File: src/tbc_pkg.sv
// Purpose: constants and types shared by the time base divider block
// Assumes: one system clock, AHB-Lite register access, 32-bit bus words
// Notes: printed register offsets are indices; byte address is four times the index
//
// Overview of operation
// - The slow-base view register returns the eight taps 128 Hz (bit 0) to 1 Hz (bit 7), zero at reset.
// - Any write to the slow-base view register zeroes the whole counter and its taps; data is ignored.
// - A falling tap edge caused by that clearing write raises its interrupt like a counting edge.
// - After reset the slow counter starts at zero and advances on slow clock falling edges.
// - Falling edges of the 128 Hz, 32 Hz, 16 Hz and 2 Hz taps each raise their own interrupt.
// - The 32 kHz stage and the eight taps 128 Hz to 1 Hz are driven out for use by other peripherals.
// - The fast-divider select register resets to zero and holds divide_select in bits 3 to 0.
// - Divide_select value k selects a ratio of 1/(16-k), from 1/16 at zero to 1/1 at fifteen.
// - The fast clock divided by the selected ratio forms the fast base clock for timers and PWM.
// - The taps come from successive halving of the slow clock, 32 kHz at the top down to 1 Hz.

package tbc_pkg;

  // ----------------------------------------------------------------
  // register map
  // ----------------------------------------------------------------
  localparam logic [15:0] SLOW_TAP_VIEW_IDX = 16'hf00a;
  localparam logic [15:0] FAST_DIV_SEL_IDX = 16'hf00b;
  localparam logic [15:0] IRQ_STATUS_IDX = 16'hf00c;
  localparam logic [15:0] IRQ_MASK_IDX = 16'hf00d;
  localparam int IDX_LSB = 2;
  localparam int IDX_MSB = 17;

  // ----------------------------------------------------------------
  // field layout and reset values
  // ----------------------------------------------------------------
  localparam int SLOW_CNT_W = 15;
  localparam int TAP_128HZ_BIT = 7;
  localparam int TAP_W = 8;
  localparam int DIV_SEL_W = 4;
  localparam int PERIOD_W = 5;
  localparam int IRQ_W = 4;
  localparam logic [PERIOD_W-1:0] DIV_BASE = 5'h10;
  localparam logic [7:0] TAP_VIEW_RST = 8'h00;
  localparam logic [DIV_SEL_W-1:0] DIV_SEL_RST = 4'h0;
  localparam logic [IRQ_W-1:0] IRQ_MASK_RST = 4'h0;
  // tap positions that raise interrupts: 128 Hz, 32 Hz, 16 Hz, 2 Hz
  localparam int IRQ_TAP_0 = 0;
  localparam int IRQ_TAP_1 = 2;
  localparam int IRQ_TAP_2 = 3;
  localparam int IRQ_TAP_3 = 6;

  // ----------------------------------------------------------------
  // bus slave states
  // ----------------------------------------------------------------
  typedef enum logic [0:0] {
    BUS_IDLE = 1'b0,
    BUS_DATA = 1'b1
  } bus_state_t;

endpackage : tbc_pkg

File: src/fast_base_divider.sv
// Purpose: programmable 1/n divider producing the fast base clock pulse
// Assumes: fast_edge is a one-cycle pulse per fast clock rising edge
// Notes: ratio is taken at each period boundary

`timescale 1ns/10ps

module fast_base_divider (
  input wire logic sys_clk, // system clock
  input wire logic rst_n, // synchronous reset, active low
  input wire logic fast_edge, // one pulse per fast clock edge
  input wire logic [tbc_pkg::DIV_SEL_W-1:0] divide_select, // ratio select
  output logic fast_base_clock // one pulse per n fast clocks
);

  logic [tbc_pkg::PERIOD_W-1:0] period_reg;
  logic [tbc_pkg::PERIOD_W-1:0] count_reg;
  logic pulse_reg;
  logic period_end;

  // last count of the current period
  assign period_end = (count_reg == period_reg - 5'h01);

  // ----------------------------------------------------------------
  // ratio decode
  // ----------------------------------------------------------------
  function automatic logic [tbc_pkg::PERIOD_W-1:0] ratio_of(
    input logic [tbc_pkg::DIV_SEL_W-1:0] sel
  );
    ratio_of = tbc_pkg::DIV_BASE - {1'b0, sel};
  endfunction : ratio_of

  // ----------------------------------------------------------------
  // counting period
  // ----------------------------------------------------------------
  always_ff @(posedge sys_clk) begin
    if (!rst_n) begin
      period_reg <= tbc_pkg::DIV_BASE;
      count_reg <= '0;
    end else if (fast_edge) begin
      if (period_end) begin
        count_reg <= '0;
        period_reg <= ratio_of(divide_select);
      end else begin
        count_reg <= count_reg + 5'h01;
      end
    end
  end

  always_ff @(posedge sys_clk) begin
    if (!rst_n) begin
      pulse_reg <= 1'b0;
    end else begin
      pulse_reg <= fast_edge && period_end;
    end
  end

  assign fast_base_clock = pulse_reg;

endmodule : fast_base_divider

File: src/time_base_divider.sv
// Purpose: slow base counter with tap view, tap interrupts and fast divider
// Assumes: slow_clock and fast_clock are pins from other clock sources
// Notes: zero-wait AHB-Lite slave; registers sit at byte address 4 x index
//
// The AHB-Lite slave port was left to the implementer.

`timescale 1ns/10ps

module time_base_divider (
  input wire logic sys_clk, // system clock, 125 MHz
  input wire logic rst_n, // synchronous reset, active low
  // AHB-Lite slave
  input wire logic hsel, // slave select
  input wire logic [31:0] haddr, // byte address
  input wire logic [1:0] htrans, // transfer type
  input wire logic hwrite, // write when high
  input wire logic [2:0] hsize, // transfer size
  input wire logic [31:0] hwdata, // write data
  input wire logic hready, // bus ready in
  output logic hreadyout, // slave ready
  output logic hresp, // response, always okay
  output logic [31:0] hrdata, // read data
  // clocks from outside
  input wire logic slow_clock, // slow clock pin
  input wire logic fast_clock, // fast clock pin
  // outputs to peripherals
  output logic tap_32khz, // top stage, synchronised slow clock
  output logic [7:0] slow_taps, // 128 Hz (bit 0) to 1 Hz (bit 7)
  output logic fast_base_clock, // fast base clock pulse
  output logic [3:0] time_base_irq, // per-tap interrupt request pulses
  output logic irq // level interrupt
);

  // ----------------------------------------------------------------
  // declarations
  // ----------------------------------------------------------------
  logic slow_s1_reg;
  logic slow_s2_reg;
  logic slow_prev_reg;
  logic fast_s1_reg;
  logic fast_s2_reg;
  logic fast_prev_reg;
  logic slow_fall;
  logic fast_rise;

  logic [tbc_pkg::SLOW_CNT_W-1:0] slow_cnt_reg;
  logic [tbc_pkg::TAP_W-1:0] taps;
  logic [tbc_pkg::TAP_W-1:0] taps_prev_reg;
  logic [tbc_pkg::TAP_W-1:0] tap_fall;
  logic [tbc_pkg::IRQ_W-1:0] tap_events;
  logic [tbc_pkg::IRQ_W-1:0] tb_irq_reg;

  logic [tbc_pkg::DIV_SEL_W-1:0] div_sel_reg;
  logic [tbc_pkg::IRQ_W-1:0] irq_status_reg;
  logic [tbc_pkg::IRQ_W-1:0] irq_mask_reg;
  logic irq_reg;

  tbc_pkg::bus_state_t bus_state_reg;
  tbc_pkg::bus_state_t bus_state_next;
  logic addr_phase;
  logic wr_reg;
  logic [15:0] idx_reg;
  logic [31:0] rdata_reg;
  logic [31:0] rdata_next;
  logic data_wr;
  logic tap_clear;
  logic [tbc_pkg::IRQ_W-1:0] irq_clear;

  // ----------------------------------------------------------------
  // helpers
  // ----------------------------------------------------------------
  // register index of a byte address, or all ones when out of range or misaligned
  function automatic logic [15:0] index_of(input logic [31:0] addr);
    if (addr[31:tbc_pkg::IDX_MSB+1] == '0 && addr[tbc_pkg::IDX_LSB-1:0] == '0) begin
      index_of = addr[tbc_pkg::IDX_MSB:tbc_pkg::IDX_LSB];
    end else begin
      index_of = 16'hffff;
    end
  endfunction : index_of

  // pad a narrow register into a bus word
  function automatic logic [31:0] word_of(input logic [7:0] value);
    word_of = {24'h000000, value};
  endfunction : word_of

  // sticky status after this cycle's clears and events; a new event wins over a clear
  function automatic logic [tbc_pkg::IRQ_W-1:0] status_after(
    input logic [tbc_pkg::IRQ_W-1:0] status,
    input logic [tbc_pkg::IRQ_W-1:0] clear,
    input logic [tbc_pkg::IRQ_W-1:0] events
  );
    status_after = (status & ~clear) | events;
  endfunction : status_after

  // data-phase write aimed at one register index
  function automatic logic write_hit(
    input logic write_phase,
    input logic [15:0] idx,
    input logic [15:0] target
  );
    write_hit = write_phase && (idx == target);
  endfunction : write_hit

  // ----------------------------------------------------------------
  // pin synchronisers
  // ----------------------------------------------------------------
  always_ff @(posedge sys_clk) begin
    if (!rst_n) begin
      slow_s1_reg <= 1'b0;
      slow_s2_reg <= 1'b0;
      slow_prev_reg <= 1'b0;
    end else begin
      slow_s1_reg <= slow_clock;
      slow_s2_reg <= slow_s1_reg;
      slow_prev_reg <= slow_s2_reg;
    end
  end

  always_ff @(posedge sys_clk) begin
    if (!rst_n) begin
      fast_s1_reg <= 1'b0;
      fast_s2_reg <= 1'b0;
      fast_prev_reg <= 1'b0;
    end else begin
      fast_s1_reg <= fast_clock;
      fast_s2_reg <= fast_s1_reg;
      fast_prev_reg <= fast_s2_reg;
    end
  end

  assign slow_fall = slow_prev_reg & ~slow_s2_reg;
  assign fast_rise = fast_s2_reg & ~fast_prev_reg;

  // ----------------------------------------------------------------
  // slow base counter
  // ----------------------------------------------------------------
  always_ff @(posedge sys_clk) begin
    if (!rst_n) begin
      slow_cnt_reg <= '0;
    end else if (tap_clear) begin
      slow_cnt_reg <= '0;
    end else if (slow_fall) begin
      slow_cnt_reg <= slow_cnt_reg + 15'h0001;
    end
  end

  // bit 0 is 16 kHz; bit 7 is 128 Hz when the slow clock is 32.768 kHz
  assign taps = slow_cnt_reg[tbc_pkg::SLOW_CNT_W-1:tbc_pkg::TAP_128HZ_BIT];

  assign tap_32khz = slow_s2_reg;
  assign slow_taps = taps;

  // ----------------------------------------------------------------
  // tap interrupts
  // ----------------------------------------------------------------
  always_ff @(posedge sys_clk) begin
    if (!rst_n) begin
      taps_prev_reg <= '0;
    end else begin
      taps_prev_reg <= taps;
    end
  end

  // a clearing write also shows up here as a falling edge
  assign tap_fall = taps_prev_reg & ~taps;

  assign tap_events = {
    tap_fall[tbc_pkg::IRQ_TAP_3],
    tap_fall[tbc_pkg::IRQ_TAP_2],
    tap_fall[tbc_pkg::IRQ_TAP_1],
    tap_fall[tbc_pkg::IRQ_TAP_0]
  };

  always_ff @(posedge sys_clk) begin
    if (!rst_n) begin
      tb_irq_reg <= '0;
    end else begin
      tb_irq_reg <= tap_events;
    end
  end

  assign time_base_irq = tb_irq_reg;

  // sticky status: a new event wins over a write-one clear
  always_ff @(posedge sys_clk) begin
    if (!rst_n) begin
      irq_status_reg <= '0;
    end else begin
      irq_status_reg <= status_after(irq_status_reg, irq_clear, tap_events);
    end
  end

  always_ff @(posedge sys_clk) begin
    if (!rst_n) begin
      irq_reg <= 1'b0;
    end else begin
      irq_reg <= |(status_after(irq_status_reg, irq_clear, tap_events) & irq_mask_reg);
    end
  end

  assign irq = irq_reg;

  // ----------------------------------------------------------------
  // fast base divider
  // ----------------------------------------------------------------
  fast_base_divider u_fast_base_divider (
    .sys_clk(sys_clk),
    .rst_n(rst_n),
    .fast_edge(fast_rise),
    .divide_select(div_sel_reg),
    .fast_base_clock(fast_base_clock)
  );

  // ----------------------------------------------------------------
  // bus slave: phases
  // ----------------------------------------------------------------
  assign addr_phase = hsel && htrans[1] && hready;

  always_comb begin
    bus_state_next = tbc_pkg::BUS_IDLE;
    case (bus_state_reg)
      tbc_pkg::BUS_IDLE: begin
        if (addr_phase) begin
          bus_state_next = tbc_pkg::BUS_DATA;
        end
      end
      tbc_pkg::BUS_DATA: begin
        if (addr_phase) begin
          bus_state_next = tbc_pkg::BUS_DATA;
        end
      end
      default: begin
        bus_state_next = tbc_pkg::BUS_IDLE;
      end
    endcase
  end

  always_ff @(posedge sys_clk) begin
    if (!rst_n) begin
      bus_state_reg <= tbc_pkg::BUS_IDLE;
    end else begin
      bus_state_reg <= bus_state_next;
    end
  end

  always_ff @(posedge sys_clk) begin
    if (!rst_n) begin
      wr_reg <= 1'b0;
      idx_reg <= 16'hffff;
    end else if (addr_phase) begin
      wr_reg <= hwrite;
      idx_reg <= index_of(haddr);
    end
  end

  assign data_wr = (bus_state_reg == tbc_pkg::BUS_DATA) && wr_reg;
  assign tap_clear = write_hit(data_wr, idx_reg, tbc_pkg::SLOW_TAP_VIEW_IDX);
  assign irq_clear = write_hit(data_wr, idx_reg, tbc_pkg::IRQ_STATUS_IDX) ?
    hwdata[tbc_pkg::IRQ_W-1:0] : '0;

  // ----------------------------------------------------------------
  // bus slave: writable registers
  // ----------------------------------------------------------------
  always_ff @(posedge sys_clk) begin
    if (!rst_n) begin
      div_sel_reg <= tbc_pkg::DIV_SEL_RST;
    end else if (write_hit(data_wr, idx_reg, tbc_pkg::FAST_DIV_SEL_IDX)) begin
      div_sel_reg <= hwdata[tbc_pkg::DIV_SEL_W-1:0];
    end
  end

  always_ff @(posedge sys_clk) begin
    if (!rst_n) begin
      irq_mask_reg <= tbc_pkg::IRQ_MASK_RST;
    end else if (write_hit(data_wr, idx_reg, tbc_pkg::IRQ_MASK_IDX)) begin
      irq_mask_reg <= hwdata[tbc_pkg::IRQ_W-1:0];
    end
  end

  // ----------------------------------------------------------------
  // bus slave: read data
  // ----------------------------------------------------------------
  // taps are captured in one edge at the address phase
  always_comb begin
    rdata_next = 32'h00000000;
    case (index_of(haddr))
      tbc_pkg::SLOW_TAP_VIEW_IDX: begin
        rdata_next = word_of(taps);
      end
      tbc_pkg::FAST_DIV_SEL_IDX: begin
        rdata_next = word_of({4'h0, div_sel_reg});
      end
      tbc_pkg::IRQ_STATUS_IDX: begin
        rdata_next = word_of({4'h0, irq_status_reg});
      end
      tbc_pkg::IRQ_MASK_IDX: begin
        rdata_next = word_of({4'h0, irq_mask_reg});
      end
      default: begin
        rdata_next = 32'h00000000;
      end
    endcase
  end

  always_ff @(posedge sys_clk) begin
    if (!rst_n) begin
      rdata_reg <= word_of(tbc_pkg::TAP_VIEW_RST);
    end else if (addr_phase && !hwrite) begin
      rdata_reg <= rdata_next;
    end
  end

  assign hrdata = rdata_reg;
  assign hreadyout = 1'b1;
  assign hresp = 1'b0;

endmodule : time_base_divider

File: config.mk
export PLATFORM = sky130hd
export DESIGN_NAME = time_base_divider
export DESIGN_NICKNAME = d
export VERILOG_FILES = /design/src/tbc_pkg.sv /design/src/fast_base_divider.sv /design/src/time_base_divider.sv
export SDC_FILE = /design/constraint.sdc
export NUM_CORES = 1
export LEC_CHECK = 0
export ABC_CLOCK_PERIOD_IN_PS = 2200
export BUFFER_PORTS_ARGS = -buffer_cell sky130_fd_sc_hd__buf_2
export CAP_MARGIN = 0
export CORE_ASPECT_RATIO = 1.25
export CORE_UTILIZATION = 52
export CTS_BUF_LIST = sky130_fd_sc_hd__clkbuf_8
export CTS_CLUSTER_SIZE = 28
export DETAILED_ROUTE_END_ITERATION = 7
export PLACE_DENSITY_LB_ADDON = 0.2
export SLEW_MARGIN = 5
export SYNTH_ARGS = -nofsm -noshare
export SYNTH_HDL_FRONTEND = slang
export SYNTH_SLANG_ARGS = --single-unit
File: constraint.sdc
create_clock -name sys_clk -period 2.2 [get_ports sys_clk]
set_input_delay 0.22 -clock sys_clk [delete_from_list [all_inputs] [get_ports sys_clk]]
set_output_delay 0.22 -clock sys_clk [all_outputs]
set_load 0.005 [all_outputs]
# After elaboration in Yosys (flattened, before gate mapping)
# Cells that the tools add are included.
# W data, S select, Z words.
# word_totals
ff_bits	106
input_bits	76
out_inout_bits	49
elab_cells	65
# classes
mux	5
n_bitwise	11
eq_ne	9
n_reduce_logical	16
addsub	4
# ops
op	n
$eq A16 B16 Y1 const B	8
$pmux W8 S4	1
$mux W16	1
$add A15 B1 Y15 const B	1
$logic_not A14 Y1	1
$logic_and A1 B1 Y1	10
$and A4 B4 Y4	2
$and A7 B7 Y7	1
$not A7 Y7	1
$add A5 B1 Y5 const B	1
$eq A5 B5 Y1	1
$mux W5	1
$sub A5 B1 Y5 const B	1
$sub A5 B4 Y5 const A	1
$mux W4	1
$not A4 Y4	1
$or A4 B4 Y4	1
$reduce_or A4 Y1	1
$not A1 Y1	3
$and A1 B1 Y1	2
$logic_not A2 Y1	1
$reduce_and A2 Y1	1
$reduce_or A2 Y1	1
$logic_not A1 Y1	1
$mux W1	1

# Depth between registers and ports, before layout
# Gate-level depths: netlist of the first run.
# depth
word_depth	8
depth_mapped	7
mapped_depth_nobuf	7

# Cells and area by module
# Synthesis of the first run repeated with hierarchy kept, for this count alone.
# unflattened
hier_cells	392
area_unflattened_um2	3574.7
# modules_own_cells
module	area_each_um2	cells_per_inst	n_inst	seq_area_each_um2
time_base_divider	2952.8	326	1	1361.3
fast_base_divider	621.8	66	1	220.2

# Least setup slack after synthesis of the first run
# Ideal clock, no wire load.
# synth_path
path_type	register -> register
startpoint	reg idx_reg[8]
endpoint	reg irq_reg, in the netlist irq
setup_ps	122
path_stages_with_launch	6
synth_period_minus_slack_ps	1921
setup_slack_ps	279
n_path_buf	0
t_required_ps	2078
t_arrival_ps	1799
path_cell_list	dfxtp_1 > or4_4 > nor4_4 > nor3b_4 > o21ai_0 > a221o_1
# synth_via
elab_chain_cells	8
# synth_lines
element	line	rtl
start, declared	time_base_divider.sv:62	logic [15:0] idx_reg;
start signal, assigned	time_base_divider.sv:252	idx_reg <= index_of(haddr);
$eq A16 B16 Y1	time_base_divider.sv:101	write_hit = write_phase && (idx == target);
$logic_and A1 B1 Y1	time_base_divider.sv:101	
$mux W4	time_base_divider.sv:258	assign irq_clear = write_hit(data_wr, idx_reg, tbc_pkg::IRQ_STATUS_IDX) ?
$not A4 Y4	time_base_divider.sv:92	status_after = (status & ~clear) | events;
$and A4 B4 Y4	time_base_divider.sv:92	
$or A4 B4 Y4	time_base_divider.sv:92	
$and A4 B4 Y4	time_base_divider.sv:197	irq_reg <= |(status_after(irq_status_reg, irq_clear, tap_events) & irq_mask_reg);
$reduce_or A4 Y1	time_base_divider.sv:197	
end signal, assigned	time_base_divider.sv:197	
end, declared	time_base_divider.sv:56	logic irq_reg;
# Every way passes these cells.
# A chain may end at the register's enable or synchronous reset.

# Worst setup path in the final report of the first run
# Same ends and word-level chain as after synthesis.

==> run summary, run 1 <==
status - completed
DP HPWL - 5370 µm
share of the synthesized area in the top cell type - 42.7%
Reg clk slew, reported paths - 80 ps
Async SR Flop Fraction - 0%
Rel. slew slack - 53.2%
post_cts resized - 0
Logic pwr share - 4.7%
Final Max Tran Viols - 0
post-layout util - 60.4%
final wirelength - 7380 µm
number of global-route vias before repair - 2638
diode count - 0
pwr dens - 650 nW/µm²
I/O pins - 125
Placed Cells incl. Taps - 554
worst hold path class - in2reg
fin nets - 555
top-count cell post-synth - dfxtp_1
Area growth syn-to-layout - 13.1%
Non-Filler Instances - 569
crit share post-route - 93.0%
largest fanout on the critical path - 5
post-route design area - 4190 µm²
CTS sink count - 79
Crit. End Element - flop
clock skew - 9.39 ps
CTS Root Cell - clkbuf_8
TritonCTS clock tree - done
ys flop type - dfxtp_1
gr usage total - 20.8%
Placer Congestion - 0.794
Initial DRT Pass Iterations - 4
most frequent cells after synthesis - 79 x dfxtp_1, 51 x nor2_1, 34 x buf_4
site row count - 34
Register Area - 1580 µm²
largest net degree at the start of global routing - 49
initial DRC count - 135
Clock Power Share - 42.4%
Final ANT Viol Nets - 0
Post-CTS Hold Fix Bufs - 0
via count - 2870
post-CTS setup buffer count - 0
global route overflow - 0
worst vdd ir - 0.388 mV
Syn Area/Cell - 8.89 µm²
first-pass GRT wire length - 11900 µm
Internal Pwr Total - 2.15 mW
area of the multi-input gates - 1870 µm²
sequential share of power - 52.9%
worst skew pair latency - 350 ps
antenna violations before repair - 0
RSZ-0062 raised after global routing - false
Num CTS Buffers - 9
share of layout cells above drive strength 1 - 20.5%
worst-margin pin slew - 702 ps
Fill cells - 622
Net Sw Power - 0.576 mW
Die ar. - 7470 µm²
Tmin final - 2050 ps
height of the die - 96.4 µm
Setup-failing EPs final - 0
IO buf count - 66
number of synthesized flops with an enable pin - 0
area leader, netlist - dfxtp_1
Synth cell types - 47
Worst Setup Slack, final - 154 ps
die width - 77.5 µm
Pleak - 1.80 nW
flops & latches, synth - 79
critical path arrival - 2280 ps
Final TNS setup - 0 ps
max-cap violations - 0
CP Launch Type - flop
Via-to-Cell Ratio - 5.04
register area share after synthesis - 42.7%
Cells after Synth - 417
final hold vios - 0
sw frac - 21.2%
yosys warns - 0
Setup WS pre-CTS - 164 ps
clock tree buffer depth - 2
Initial Util - 53.4%
H-tree levels - 3
Max Clock Freq - 489 MHz
DRC Markers - 0
Mapped Area - 3710 µm²
max reg flops - 16
Core Box Area - 6930 µm²
placed inst area - 3980 µm²
Req. time, crit path - 2440 ps
DR WL/cell - 13.0 µm
top cells by area, synth - dfxtp_1 43%, buf_4 6.9%, mux2i_1 5.4%
critical path class - reg2reg
power by group through the flow:
| stage | clock, mW | combinational, mW | sequential, mW |
|---|---|---|---|
| floorplan | 0 | 0.0992 | 1.47 |
| global placement | 0 | 0.124 | 1.47 |
| detailed placement | 0 | 0.126 | 1.47 |
| CTS | 1.18 | 0.127 | 1.44 |
| global route | 1.24 | 0.142 | 1.44 |
| finish | 1.15 | 0.127 | 1.44 |
routing by layer:
metal / share of wire (%) / routed length [µm] / track usage (%)
met1: 44 / 3230 / 23.5
met2: 50 / 3660 / 36.7
met4: 2.1 / 153 / 8.49
met5: 0 / 0 / 0
met3: 4.5 / 329 / 6.20
layout make-up:
cell class | count | share of cell area, %
Multi-Input combinational cell | 305 | 44.7
Inverter | 6 | 0.537
Clock inverter | 5 | 1.76
Timing Repair Buffer | 74 | 9.32
Clock buffer | 10 | 3.28
Tap cell | 90 | 2.69
Sequential cell | 79 | 37.7
worst paths after layout:
check,from,endpoint,slack [ps],cells after the start
setup / recovery,idx_reg[8],irq,150,5
hold / removal,slow_clock,slow_s1_reg,80,2
setup reg to reg,idx_reg[8],irq,150,5
hold reg to reg,slow_s1_reg,tap_32khz,440,1
critical path, cell delays in order (launching register included):
cell and delay [ps]:
dfxtp_1 320, or4_4 540, nor4_4 380, nor3b_4 310, a21oi_2 90, a221o_1 290
metrics by stage:
stage / power (mW) / hold WS (ps)
2_1_floorplan: 1.57 / 347
3_3_place_gp: 1.60 / 416
3_5_place_dp: 1.60 / 421
4_1_cts: 2.75 / 61.5
5_1_grt: 2.83 / 72.0
6_report: 2.72 / 75.4
cell families (layout without fill, tap and decap cells):
group,count (synthesis),in the layout,share of synthesized area (%)
compound gates,46,46,7.60
xor+xnor,26,26,6.14
fa+ha+maj,5,5,1.62
buf+inv,57,95,9.25
flops,79,79,42.7
mux,22,22,6.01
other cells,2,26,0.203
simple gates,180,180,26.5
cell usage in the layout, fill, tap and decap left out, drive strengths merged, types with 3 or more instances in the layout:
cell type	instances
nor2b	22
nor3b	7
nand3	14
o22ai	3
nand4	10
nor2	52
and2	17
buf	74
and3	7
conb	26
dfxtp	79
clkbuf	10
xnor2	11
mux2i	20
a21boi	7
o21ai	22
a21oi	6
nand3b	3
ha	4
xor2	15
nand2	23
inv	7
nor3	7
nor4	6
Power figures use the tool's default switching activity.
==> inputs of run 2 (changes only) <==
--- a/config.mk
+++ b/config.mk
@@ -5,11 +5,11 @@
 export SDC_FILE = /design/constraint.sdc
 export NUM_CORES = 1
 export LEC_CHECK = 0
-export ABC_CLOCK_PERIOD_IN_PS = 2200
+export ABC_CLOCK_PERIOD_IN_PS = 1850
 export BUFFER_PORTS_ARGS = -buffer_cell sky130_fd_sc_hd__buf_2
 export CAP_MARGIN = 0
 export CORE_ASPECT_RATIO = 1.25
-export CORE_UTILIZATION = 52
+export CORE_UTILIZATION = 47
 export CTS_BUF_LIST = sky130_fd_sc_hd__clkbuf_8
 export CTS_CLUSTER_SIZE = 28
 export DETAILED_ROUTE_END_ITERATION = 7
==> constraint.sdc (replaced) <==
create_clock -name sys_clk -period 1.85 [get_ports sys_clk]
set_input_delay 0.185 -clock sys_clk [delete_from_list [all_inputs] [get_ports sys_clk]]
set_output_delay 0.185 -clock sys_clk [all_outputs]
set_load 0.005 [all_outputs]
==> run 2 against run 1 <==
Against the previous run:
- the flow now finishes with violations (setup timing)
- wire length fell by 0.47%
- flip-flop and latch count did not move
- final cell count rose by 1.1%
- largest power group unchanged
- clock power rose by 23%
- highest routed layer unchanged
- core utilization fell by 3.6 points
- critical path depth did not move
==> run summary, run 2 (synthesis gave the netlist of run 1 again) <==
Clock Power Share - 43.1%
final wirelength - 7340 µm
H-tree levels - 3
max-cap violations - 0
DP HPWL - 5510 µm
clock skew - 8.70 ps
Worst Setup Slack, final - -96.4 ps
commonest non-fill, non-tap cell in the layout - dfxtp_1
worst-margin pin slew - 602 ps
Num CTS Buffers - 9
CTS Root Cell - clkbuf_8
die width - 81.4 µm
DR WL/cell - 12.8 µm
Core Box Area - 7490 µm²
met2 usage - 33.2%
initial DRC count - 109
DRC Markers - 0
sw frac - 21.7%
worst hold path class - in2reg
Logic pwr share - 4.7%
post-layout util - 56.8%
Die ar. - 8250 µm²
critical path class - reg2reg
Reg clk slew, reported paths - 70 ps
Non-Filler Instances - 575
Crit. End Element - flop
CP max-delay cell - or4_4
Req. time, crit path - 2080 ps
Placer Congestion - 0.789
critical path arrival - 2180 ps
Via-to-Cell Ratio - 5.03
Setup-failing EPs final - 6
Area growth syn-to-layout - 14.8%
Placed Cells incl. Taps - 559
worst skew pair latency - 350 ps
CP cell instances - or4_4, nor4_4, nor3b_4, a21oi_2, a221o_1
Final Max Tran Viols - 0
largest net degree at the start of global routing - 41
pwr dens - 771 nW/µm²
M1 GR Usage - 23.6%
IO buf count - 66
busiest grt layer - met2
height of the die - 101 µm
crit share post-route - 105%
final hold vios - 0
met3 global-route usage - 4.14%
status - finished, violations left
fin nets - 558
post-CTS setup buffer count - 0
CP Launch Type - flop
RSZ-0062 raised after global routing - true
via count - 2894
TritonCTS clock tree - done
CTS sink count - 79
Max Clock Freq - 514 MHz
placed inst area - 4020 µm²
Initial DRT Pass Iterations - 4
antenna violations before repair - 0
Tmin final - 1950 ps
site row count - 35
share of layout cells above drive strength 1 - 21.7%
most frequent cells in the layout - 78 x dfxtp_1, 66 x buf_2, 51 x nor2_1
Pleak - 1.82 nW
Final ANT Viol Nets - 0
first-pass GRT wire length - 12300 µm
max incr delay on CP - 540 ps
Initial Util - 49.5%
post-route design area - 4260 µm²
global route overflow - 0
sequential share of power - 52.2%
Power Total - 3.28 mW
I/O pins - 125
number of global-route vias before repair - 2734
gr usage total - 19.7%
max reg flops - 16
failing checks - setup timing
diode count - 0
clock tree buffer depth - 2
largest fanout on the critical path - 4
Fin Hold WS - 41.1 ps
Net Sw Power - 0.713 mW
worst vdd ir - 0.496 mV
Rel. slew slack - 59.8%
Internal Pwr Total - 2.57 mW
run 2: cell type report:
class | count | area [µm²]
clock buffers | 10 | 138
clock inverters | 6 | 85.1
fillers | 720 | 3230
inverters | 6 | 22.5
multi-input cells | 305 | 1880
flip-flops and latches | 79 | 1580
well taps | 92 | 115
repair buffers | 77 | 433
run 2: worst paths after layout:
check,startpoint,to,slack (ps),depth (start not counted)
worst max-delay path,idx_reg[8],irq,-100,5
worst min-delay path,slow_clock,slow_s1_reg,40,2
worst max register to register,idx_reg[8],irq,-100,5
worst min register to register,fast_s1_reg,fast_s2_reg,440,1
run 2: critical path: cells and delay by family, from the launching register on:
kind	cells	cell delay, ps
and+or+nand+nor	3	1120
DFF	1	320
AOI/OAI and AO/OA	2	400
run 2: metrics by stage:
| stage | setup WS (ps) | setup TNS (ps) |
|---|---|---|
| 2_1_floorplan | -70.8 | -70.8 |
| 6_report | -96.4 | -339 |
| 3_3_place_gp | -68.0 | -273 |
| 5_1_grt | -213 | -1920 |
| 4_1_cts | -112 | -441 |
| 3_5_place_dp | -96.6 | -414 |
run 2: per-layer routing:
metal | vias to the layer above | wire length [µm] | part of all wire [%]
met2 | 78 | 3650 | 50
met1 | 1331 | 3250 | 44
met3 | 13 | 293 | 4.0
met5 | - | 0 | 0
met4 | 0 | 150 | 2.0
li1 | 1472 | - | -
run 2: repair_timing:
item,in CTS,in global routing
hold buffers,0,0
setup endpoints to repair,10,28
resized for setup,3,3
run 2: power groups by stage:
stage                     registers (mW)  logic (mW)  clock network, mW
after floorplan                     1.75       0.118                  0
after global placement              1.75       0.151                  0
after detailed placement            1.75       0.154                  0
after CTS                           1.71       0.154               1.45
after global routing                1.71       0.174               1.53
final                               1.71       0.154               1.41
